===== src/verilog/ppil_pkg.sv =====
// constants and state layout of the parallel port line block
package ppil_pkg;
   localparam int NPORT = 6;
   localparam int PW    = 8;
   localparam int SELW  = 6;

   // byte offsets in the port register page
   localparam logic [7:0] OFS_P1_DATA = 8'h00;
   localparam logic [7:0] OFS_P1_DIR  = 8'h01;
   localparam logic [7:0] OFS_P2_DATA = 8'h02;
   localparam logic [7:0] OFS_P2_DIR  = 8'h03;
   localparam logic [7:0] OFS_P3_DATA = 8'h04;
   localparam logic [7:0] OFS_P3_DIR  = 8'h05;
   localparam logic [7:0] OFS_P4_DATA = 8'h06;
   localparam logic [7:0] OFS_SEL_MOD = 8'h08;
   localparam logic [7:0] OFS_SEL_DIR = 8'h09;
   localparam logic [7:0] OFS_SEL_DAT = 8'h0A;
   localparam logic [7:0] OFS_P6_DATA = 8'h0C;
   localparam logic [7:0] OFS_P6_DIR  = 8'h0D;
   localparam logic [7:0] OFS_P7_DATA = 8'h0E;
   localparam logic [7:0] OFS_P7_DIR  = 8'h0F;
   localparam logic [7:0] OFS_P7_MODE = 8'h10;
   localparam logic [7:0] OFS_P8_DATA = 8'h12;
   localparam logic [7:0] OFS_P8_DIR  = 8'h13;
   localparam logic [7:0] OFS_CTRL    = 8'h14;

   // control word bit positions, both low active
   localparam int CTRL_RW_MODE_BIT = 3;
   localparam int CTRL_BUS_EXT_BIT = 4;

   // reset values
   localparam logic [PW-1:0]   RST_DIR      = 8'hFF;
   localparam logic [PW-1:0]   RST_DATA     = 8'hFF;
   localparam logic [PW-1:0]   RST_P7_MODE  = 8'h00;
   localparam logic [SELW-1:0] RST_SEL_MODE = 6'h00;
   localparam logic [SELW-1:0] RST_SEL_DIR  = 6'h3F;
   localparam logic [SELW-1:0] RST_SEL_DATA = 6'h3F;
   localparam logic [PW-1:0]   RST_CTRL     = 8'hFF;

   // one clock is half an oscillator cycle
   localparam int HALF_PER_OSC     = 2;
   localparam int PD_BEFORE_OSC    = 2;
   localparam int PD_BEFORE_HALVES = PD_BEFORE_OSC * HALF_PER_OSC;
   localparam int CNTW             = 9;

   typedef struct packed {
      logic [NPORT-1:0][PW-1:0] dir;
      logic [NPORT-1:0][PW-1:0] dat;
      logic [NPORT-1:0][PW-1:0] pin_out;
      logic [NPORT-1:0][PW-1:0] pin_oe;
      logic [PW-1:0]            p7_mode;
      logic                     p4_dat;
      logic                     p4_is_out;
      logic                     p4_out;
      logic                     p4_oe;
      logic                     ext_rw;
      logic                     fetch_ext;
      logic [SELW-1:0]          sel_mode;
      logic [SELW-1:0]          sel_dir;
      logic [SELW-1:0]          sel_dat;
      logic [SELW-1:0]          sel_out;
      logic [SELW-1:0]          sel_oe;
      logic [PW-1:0]            ctrl;
      logic                     p8_last;
      logic                     req7;
      logic [CNTW-1:0]          cnt;
      logic                     cpu_phase_two_clock;
      logic                     pd;
      logic [PW-1:0]            rdata;
   } ppil_state_type;
endpackage : ppil_pkg


===== src/verilog/ppil_top.sv =====
// parallel port lines: ports 1-3, 6-8, single line port, select lines
// Contract
// - each line of ports 1-3 and 6-8 has its own direction bit
// - each of ports 1-3 and 6-8 owns one direction byte and one data byte
// - direction bit 0 turns the output driver on, 1 means input
// - reset sets every direction bit to 1, all lines inputs
// - ports 1-3 drive push-pull, ports 6-8 drive open drain
// - port reads return the pin level, also on output lines
// - falling edge on port 8 bit 7 requests source 7 unless priority 0
// - single line port is input after reset, first write makes it push-pull output
// - single line port reads return the pin level after it becomes output
// - control bit 3 active makes it the read/write line, driven only if CPU active
// - pin level during reset selects internal or external control word fetch
// - system bus mode removes general I/O from ports 1 to 4
// - select line mode bit 0 gives open drain I/O, 1 push-pull port select
// - select line direction bits reset to 1, writing 0 makes an output
// - select mode lines carry decoded read and write strobes of ports 1-3
// - port 7 mode bit 1 selects special mode; mode register resets to 0
// - port 7 special signals push-pull, port mode lines open drain
// - port 7 special: bit 7 power-down, bit 6 inverted rw, bits 5-0 bank
// - bank lines show the data register while A15 is 1, else 0
// - bit 6 special output is the inverse of CPU read/write
// - power-down low two oscillator cycles before phase two rise, half after
//
// Added by the designer: the address-and-strobe port and the register addresses.
`timescale 1ns/1ps
`default_nettype none
module ppil_top (
   input  wire logic                    CLK,
   input  wire logic                    RST_B,
   input  wire logic [7:0]              ADDR,
   input  wire logic [7:0]              WDATA,
   input  wire logic                    WR,
   input  wire logic                    RD,
   output logic      [7:0]              RDATA,
   input  wire logic [ppil_pkg::PW-1:0] P1_IN,
   output logic      [ppil_pkg::PW-1:0] P1_OUT,
   output logic      [ppil_pkg::PW-1:0] P1_OE,
   input  wire logic [ppil_pkg::PW-1:0] P2_IN,
   output logic      [ppil_pkg::PW-1:0] P2_OUT,
   output logic      [ppil_pkg::PW-1:0] P2_OE,
   input  wire logic [ppil_pkg::PW-1:0] P3_IN,
   output logic      [ppil_pkg::PW-1:0] P3_OUT,
   output logic      [ppil_pkg::PW-1:0] P3_OE,
   input  wire logic [ppil_pkg::PW-1:0] P6_IN,
   output logic      [ppil_pkg::PW-1:0] P6_OUT,
   output logic      [ppil_pkg::PW-1:0] P6_OE,
   input  wire logic [ppil_pkg::PW-1:0] P7_IN,
   output logic      [ppil_pkg::PW-1:0] P7_OUT,
   output logic      [ppil_pkg::PW-1:0] P7_OE,
   input  wire logic [ppil_pkg::PW-1:0] P8_IN,
   output logic      [ppil_pkg::PW-1:0] P8_OUT,
   output logic      [ppil_pkg::PW-1:0] P8_OE,
   input  wire logic                    SINGLE_LINE_PORT_IN,
   output logic                         SINGLE_LINE_PORT_OUT,
   output logic                         SINGLE_LINE_PORT_OE,
   input  wire logic [ppil_pkg::SELW-1:0] DUAL_FUNCTION_LINES_IN,
   output logic      [ppil_pkg::SELW-1:0] DUAL_FUNCTION_LINES_OUT,
   output logic      [ppil_pkg::SELW-1:0] DUAL_FUNCTION_LINES_OE,
   input  wire logic                    CPU_ACTIVE,
   input  wire logic                    CPU_RW,
   input  wire logic                    CPU_A15,
   input  wire logic [7:0]              OSC_DIVIDER,
   input  wire logic [2:0]              SRC7_PRIORITY,
   output logic                         SRC7_REQUEST,
   output logic                         EXT_RW_LEVEL,
   output logic                         FETCH_EXTERNAL,
   output logic                         CPU_PHASE_TWO_CLOCK
);
   import ppil_pkg::*;

   // port index order: 1, 2, 3, 6, 7, 8
   localparam logic [NPORT-1:0][7:0] DATA_OFS =
      {OFS_P8_DATA, OFS_P7_DATA, OFS_P6_DATA, OFS_P3_DATA, OFS_P2_DATA, OFS_P1_DATA};
   localparam logic [NPORT-1:0][7:0] DIR_OFS =
      {OFS_P8_DIR, OFS_P7_DIR, OFS_P6_DIR, OFS_P3_DIR, OFS_P2_DIR, OFS_P1_DIR};
   localparam int P7 = 4;

   ppil_state_type           st_ff;
   ppil_state_type           nxt_st;
   logic [NPORT-1:0][PW-1:0] pin_in;
   logic [CNTW-1:0]          period;
   logic [CNTW-1:0]          div_ext;
   logic [CNTW-1:0]          cnt_n;
   logic                     bus_ext;
   logic                     rw_mode;
   logic [PW-1:0]            p7_special;

   assign pin_in = {P8_IN, P7_IN, P6_IN, P3_IN, P2_IN, P1_IN};

   always_comb begin
      nxt_st = st_ff;
      bus_ext = ~st_ff.ctrl[CTRL_BUS_EXT_BIT];
      rw_mode = ~st_ff.ctrl[CTRL_RW_MODE_BIT];

      // register writes; outputs follow on the next edge, control word bits act one edge later
      if (WR) begin
         for (int k = 0; k < NPORT; k++) begin
            if (ADDR == DATA_OFS[k]) begin
               nxt_st.dat[k] = WDATA;
            end
            if (ADDR == DIR_OFS[k]) begin
               nxt_st.dir[k] = WDATA;
            end
         end
         unique case (ADDR)
            OFS_P4_DATA: begin
               nxt_st.p4_dat    = WDATA[0];
               nxt_st.p4_is_out = 1'b1;
            end
            OFS_SEL_MOD: nxt_st.sel_mode = WDATA[SELW-1:0];
            OFS_SEL_DIR: nxt_st.sel_dir  = WDATA[SELW-1:0];
            OFS_SEL_DAT: nxt_st.sel_dat  = WDATA[SELW-1:0];
            OFS_P7_MODE: nxt_st.p7_mode  = WDATA;
            OFS_CTRL:    nxt_st.ctrl     = WDATA;
            default: ;
         endcase
      end

      // read data stands for exactly one cycle
      nxt_st.rdata = 8'h00;
      if (RD) begin
         for (int k = 0; k < NPORT; k++) begin
            if (ADDR == DATA_OFS[k]) begin
               nxt_st.rdata = pin_in[k];
            end
            if (ADDR == DIR_OFS[k]) begin
               nxt_st.rdata = st_ff.dir[k];
            end
         end
         unique case (ADDR)
            OFS_P4_DATA: nxt_st.rdata = {7'h00, SINGLE_LINE_PORT_IN};
            OFS_SEL_MOD: nxt_st.rdata = {2'h0, st_ff.sel_mode};
            OFS_SEL_DIR: nxt_st.rdata = {2'h0, st_ff.sel_dir};
            OFS_SEL_DAT: nxt_st.rdata = {2'h0, DUAL_FUNCTION_LINES_IN};
            OFS_P7_MODE: nxt_st.rdata = st_ff.p7_mode;
            OFS_CTRL:    nxt_st.rdata = st_ff.ctrl;
            default: ;
         endcase
      end

      // phase two timing in half oscillator cycles, rise at count 0
      div_ext = {1'b0, OSC_DIVIDER};
      if (OSC_DIVIDER == 8'h00) begin
         div_ext = CNTW'(1);
      end
      period = CNTW'(div_ext << 1);
      cnt_n  = st_ff.cnt + CNTW'(1);
      if (cnt_n >= period) begin
         cnt_n = '0;
      end
      nxt_st.cnt  = cnt_n;
      nxt_st.cpu_phase_two_clock = cnt_n < div_ext;
      // at divider 2 or less the window covers the whole period: stays low
      nxt_st.pd = ~((cnt_n == '0) ||
                    (32'(cnt_n) + PD_BEFORE_HALVES >= 32'(period)));

      // port 7 special signals
      p7_special[7]   = nxt_st.pd;
      p7_special[6]   = ~CPU_RW;
      p7_special[5:0] = CPU_A15 ? st_ff.dat[P7][5:0] : 6'h00;

      // ports 1-3 push-pull, lost in system bus mode
      for (int k = 0; k < 3; k++) begin
         nxt_st.pin_out[k] = nxt_st.dat[k];
         nxt_st.pin_oe[k]  = bus_ext ? 8'h00 : ~nxt_st.dir[k];
      end
      // ports 6-8 open drain: pull low only
      for (int k = 3; k < NPORT; k++) begin
         nxt_st.pin_out[k] = 8'h00;
         nxt_st.pin_oe[k]  = ~nxt_st.dir[k] & ~nxt_st.dat[k];
      end
      // special lines need the direction set to output first
      for (int i = 0; i < PW; i++) begin
         if (nxt_st.p7_mode[i]) begin
            nxt_st.pin_out[P7][i] = p7_special[i];
            nxt_st.pin_oe[P7][i]  = ~nxt_st.dir[P7][i];
         end
      end

      // single line port
      nxt_st.p4_out = nxt_st.p4_dat;
      nxt_st.p4_oe  = nxt_st.p4_is_out && !bus_ext;
      if (rw_mode) begin
         nxt_st.p4_out = CPU_RW;
         nxt_st.p4_oe  = CPU_ACTIVE;
      end
      nxt_st.ext_rw = SINGLE_LINE_PORT_IN;

      // select lines: strobes of ports 1-3 or open drain I/O
      for (int j = 0; j < SELW; j++) begin
         if (nxt_st.sel_mode[j]) begin
            nxt_st.sel_out[j] = j[0] ? (WR && ADDR == DATA_OFS[j/2])
                                     : (RD && ADDR == DATA_OFS[j/2]);
            nxt_st.sel_oe[j]  = 1'b1;
         end else begin
            nxt_st.sel_out[j] = 1'b0;
            nxt_st.sel_oe[j]  = ~nxt_st.sel_dir[j] & ~nxt_st.sel_dat[j];
         end
      end

      // falling edge detect on port 8 bit 7
      nxt_st.p8_last = P8_IN[7];
      nxt_st.req7    = st_ff.p8_last && !P8_IN[7] && (SRC7_PRIORITY != 3'h0);
   end

   always_ff @(posedge CLK) begin
      if (!RST_B) begin
         st_ff           <= '0;
         st_ff.dir       <= {NPORT{RST_DIR}};
         st_ff.dat       <= {NPORT{RST_DATA}};
         st_ff.p7_mode   <= RST_P7_MODE;
         st_ff.sel_mode  <= RST_SEL_MODE;
         st_ff.sel_dir   <= RST_SEL_DIR;
         st_ff.sel_dat   <= RST_SEL_DATA;
         st_ff.ctrl      <= RST_CTRL;
         st_ff.p8_last   <= 1'b1;
         st_ff.pd        <= 1'b1;
         // reset is synchronous, so the strap is simply sampled here
         st_ff.fetch_ext <= SINGLE_LINE_PORT_IN;
      end else begin
         st_ff <= nxt_st;
      end
   end

   assign RDATA                   = st_ff.rdata;
   assign P1_OUT                  = st_ff.pin_out[0];
   assign P1_OE                   = st_ff.pin_oe[0];
   assign P2_OUT                  = st_ff.pin_out[1];
   assign P2_OE                   = st_ff.pin_oe[1];
   assign P3_OUT                  = st_ff.pin_out[2];
   assign P3_OE                   = st_ff.pin_oe[2];
   assign P6_OUT                  = st_ff.pin_out[3];
   assign P6_OE                   = st_ff.pin_oe[3];
   assign P7_OUT                  = st_ff.pin_out[4];
   assign P7_OE                   = st_ff.pin_oe[4];
   assign P8_OUT                  = st_ff.pin_out[5];
   assign P8_OE                   = st_ff.pin_oe[5];
   assign SINGLE_LINE_PORT_OUT    = st_ff.p4_out;
   assign SINGLE_LINE_PORT_OE     = st_ff.p4_oe;
   assign DUAL_FUNCTION_LINES_OUT = st_ff.sel_out;
   assign DUAL_FUNCTION_LINES_OE  = st_ff.sel_oe;
   assign SRC7_REQUEST            = st_ff.req7;
   assign EXT_RW_LEVEL            = st_ff.ext_rw;
   assign FETCH_EXTERNAL          = st_ff.fetch_ext;
   assign CPU_PHASE_TWO_CLOCK     = st_ff.cpu_phase_two_clock;
endmodule : ppil_top
`default_nettype wire


===== config.mk =====
export PLATFORM = sky130hd
export DESIGN_NAME = ppil_top
export DESIGN_NICKNAME = d
export VERILOG_FILES = /design/src/verilog/ppil_pkg.sv /design/src/verilog/ppil_top.sv
export SDC_FILE = /design/constraint.sdc
export NUM_CORES = 1
export LEC_CHECK = 0
export ABC_AREA = 1
export BUFFER_PORTS_ARGS = -buffer_cell sky130_fd_sc_hd__buf_2
export CELL_PAD_IN_SITES_DETAIL_PLACEMENT = 1
export CELL_PAD_IN_SITES_GLOBAL_PLACEMENT = 2
export CORE_MARGIN = 10
export CORE_UTILIZATION = 29
export DETAILED_ROUTE_END_ITERATION = 6
export PLACE_DENSITY = 0.87
export SETUP_SLACK_MARGIN = 0.3
export SKIP_CTS_REPAIR_TIMING = 1
export SLEW_MARGIN = 10
export SYNTH_ARGS = -nofsm -noshare
export SYNTH_HDL_FRONTEND = slang
export SYNTH_SLANG_ARGS = --single-unit

===== constraint.sdc =====
create_clock -name CLK -period 3.61 [get_ports CLK]
set_input_delay 0.722 -clock CLK [delete_from_list [all_inputs] [get_ports CLK]]
set_output_delay 0.722 -clock CLK [all_outputs]
set_load 0.01 [all_outputs]

==> out/qor.yml <==
finish:
  final_area_um2: 13300
  nets: 1660
  largest_register_ffs: 142
  regArea_um2: 4980
  layout_commonest_cell: "nand2_1"
  final_util_pct: 35.3
  drive_gt1_share_pct: 26.9
  syn2layout_area_growth_pct: 19.6
  top_register: "st_ff"
  fillers: 4531
  antenna_cells: 0
  layout_common_cells: "255 x nand2_1, 244 x dfxtp_1, 194 x buf_2"
  multi_input_comb_area_um2: 4750
clock_network:
  cts_sinks: 248
  cts_max_level: 1
  clk_pin_slew_ns: 0.06
  cts_made_buffers: 29
  cts_tree: "built"
  clock-root-buffer: "clkbuf_16"
  insertion_delay_ns: 0.57
  cts_buffer_depth: 3
route:
  drt_iter0_drc: 493
  drt_wl_total_um: 38900
  wl_met2_um: 18300
  drc_errors: 0
  route.antenna.remaining_nets: 0
  routed_via_density: 4.57
  wire_per_inst_um: 18.7
  vias: 9496
  wl_met1_um: 17700
  drt_pass1_iterations: 4
  top_layer: "met4"
  dr_wl_met3_um: 2060
global_routing:
  antenna_found_initial: 3
  grt_pass1_vias: 9875
  grt_util_all_layers_pct: 15.9
  grt_max_degree: 44
  grt_pass1_wl_um: 58200
  grt_overflow: 0
sta:
  grt_setup_unrepaired: "true"
  min_period_ns: 3.53
  setup_viol: 0
  fin_worst_skew_ns: 0.0269
  hold_viol_final: 0
  min_period_over_period_pct: 97.9
  timing.setup.tns_ns: 0
  worst_pin_slew_ns: 0.986
  hold_slack_ns: 0.342
  slew_viol_final: 0
  fmax_mhz: 283
  relSlewSlack_pct: 34.1
synth:
  syn_area_um2: 11100
  synth.area.mux_share_pct: 0.539
  synth_xor_area_share_pct: 0.629
  synthAdderAreaFrac_pct: 2.92
  yosys_warnings: 0
  yosysSeqAreaShare_pct: 44.6
  yosys.area_share.simple_pct: 25.4
  synthesis.instances: 1424
  synth_top_area_share_pct: 44.4
  synth_largest_area_cell: "dfxtp_1"
  avgSynthCellArea_um2: 7.83
  synth_top_family_by_area: "simple AND/OR/NAND/NOR gates"
  synth_compound_area_share_pct: 10.4
  ys_types: 49
  ys_top_cells_by_area: "dfxtp_1 44%, nand2_1 8.8%, buf_4 8.2%, nor2_1 5.7%, inv_1 4.7%"
  ys_ff_latch: 248
critical_path:
  critPathKind: "reg2reg"
  start_kind: "flip-flop"
  path_max_fanout: 4
  worstPathArrival_ns: 3.99
  endpoint_kind: "flip-flop"
  cp.required_ns: 4.07
place:
  dp_hpwl_um: 29300
  place_congestion: 0.822
  numPortBuffers: 194
  dpl-instance-area_um2: 12000
floorplan:
  core-area_um2: 37800
  die_area_um2: 46700
  io_pins: 211
  die_h_um: 216
  start_util_pct: 29.5
  dieWidth_um: 216
  rows: 71
status:
  outcome: "finished clean"
pwr:
  total_power_mw: 6.42
  powerDensity_nw_per_um2: 482
  irDropWorstVdd_v: 0.000276
  p_leak_nw: 6.33
hold_path:
  hp-class: "in2reg"
flow_run:
  maxCapViolations: 0
==> metal layers <==
| metal | track usage (%) | up-vias |
|---|---|---|
| met1 | 20.6 | 4571 |
| li1 | - | 4644 |
| met5 | 0 | - |
| met2 | 26.8 | 232 |
| met3 | 2.97 | 49 |
| met4 | 3.85 | 0 |
==> per-stage QoR <==
| stage | worst slack (ns) | cells |
|---|---|---|
| global placement | -0.0814 | 2019 |
| finish | 0.0755 | 2078 |
| floorplan | 0.205 | 1439 |
| global route | -0.174 | 2078 |
| CTS | -0.148 | 2072 |
| detailed placement | -0.172 | 2019 |
==> path summary, 6_finish.rpt <==
kind	from	to	slack, ns	cells past startpoint
max	st_ff[10]$_SDFF_PN0_	P7_OUT[7]$_SDFF_PN0_	0.08	24
min	CPU_RW	P7_OUT[6]$_SDFF_PN0_	0.34	2
max reg2reg	st_ff[10]$_SDFF_PN0_	P7_OUT[7]$_SDFF_PN0_	0.08	24
min reg2reg	st_ff[20]$_SDFF_PN1_	SRC7_REQUEST$_SDFF_PN0_	0.47	1
==> cell type report <==
cell class	count	area share (%)
clock buffer	37	6.05
clock inverter	16	1.87
inverter	163	4.63
multi-input combinational	867	35.6
sequential	248	37.4
tap	511	4.79
timing repair buffer	236	9.67
==> worst max-delay path, cell delays in order (launching register included) <==
cell and delay, ns:
dfxtp_4 0.36, ha_4 0.14, nand3_4 0.08, nor2_4 0.12
nand4_1 0.11, xor2_1 0.20, inv_1 0.10, ha_4 0.30
nand2_4 0.06, o21a_1 0.19, nand3_4 0.10, inv_4 0.06
nand2_4 0.10, inv_4 0.05, ha_4 0.16, xnor2_2 0.13
ha_1 0.29, nand4_1 0.11, or2_4 0.28, a31oi_4 0.15
nor2_1 0.06, o21ai_1 0.07, a21oi_1 0.08, nand3_1 0.10
nor2_2 0.06
==> cell families (layout without fill, tap and decap cells) <==
| logic type | count (synthesis) | in the layout |
|---|---|---|
| and+or+nand+nor | 604 | 604 |
| buffers and inverters | 324 | 452 |
| DFF | 248 | 248 |
| AOI/OAI and AO/OA | 207 | 207 |
| adders and majority gates | 26 | 26 |
| xor gates and xnor gates | 8 | 8 |
| muxes | 6 | 6 |
| other | 1 | 16 |
==> cell usage after synthesis, drive strengths merged <==
cell	count
nand3	37
inv	159
buf	138
a31oi	2
nand2	276
dfxtp	247
xnor2	2
a31o	1
ha	26
a221oi	5
o21a	9
nand4	23
conb	1
a21oi	45
clkbuf	23
edfxtp	1
nor3	36
o21bai	5
xor2	6
and3	1
or2	31
a211oi	1
o31ai	1
nor4	1
mux2i	6
a21o	1
o211ai	16
or4	1
nor2	191
clkinv	4
o22ai	2
o21ai	119
nor3b	7
==> power breakdown <==
group	internal (mW)	total [mW]	switching, mW
Sequential	2.77	2.78	0.0119
Combinational	0.136	0.416	0.280
Clock	2.01	3.22	1.21
Total	4.92	6.42	1.50
Note: power is estimated with default switching activity, not from simulation.
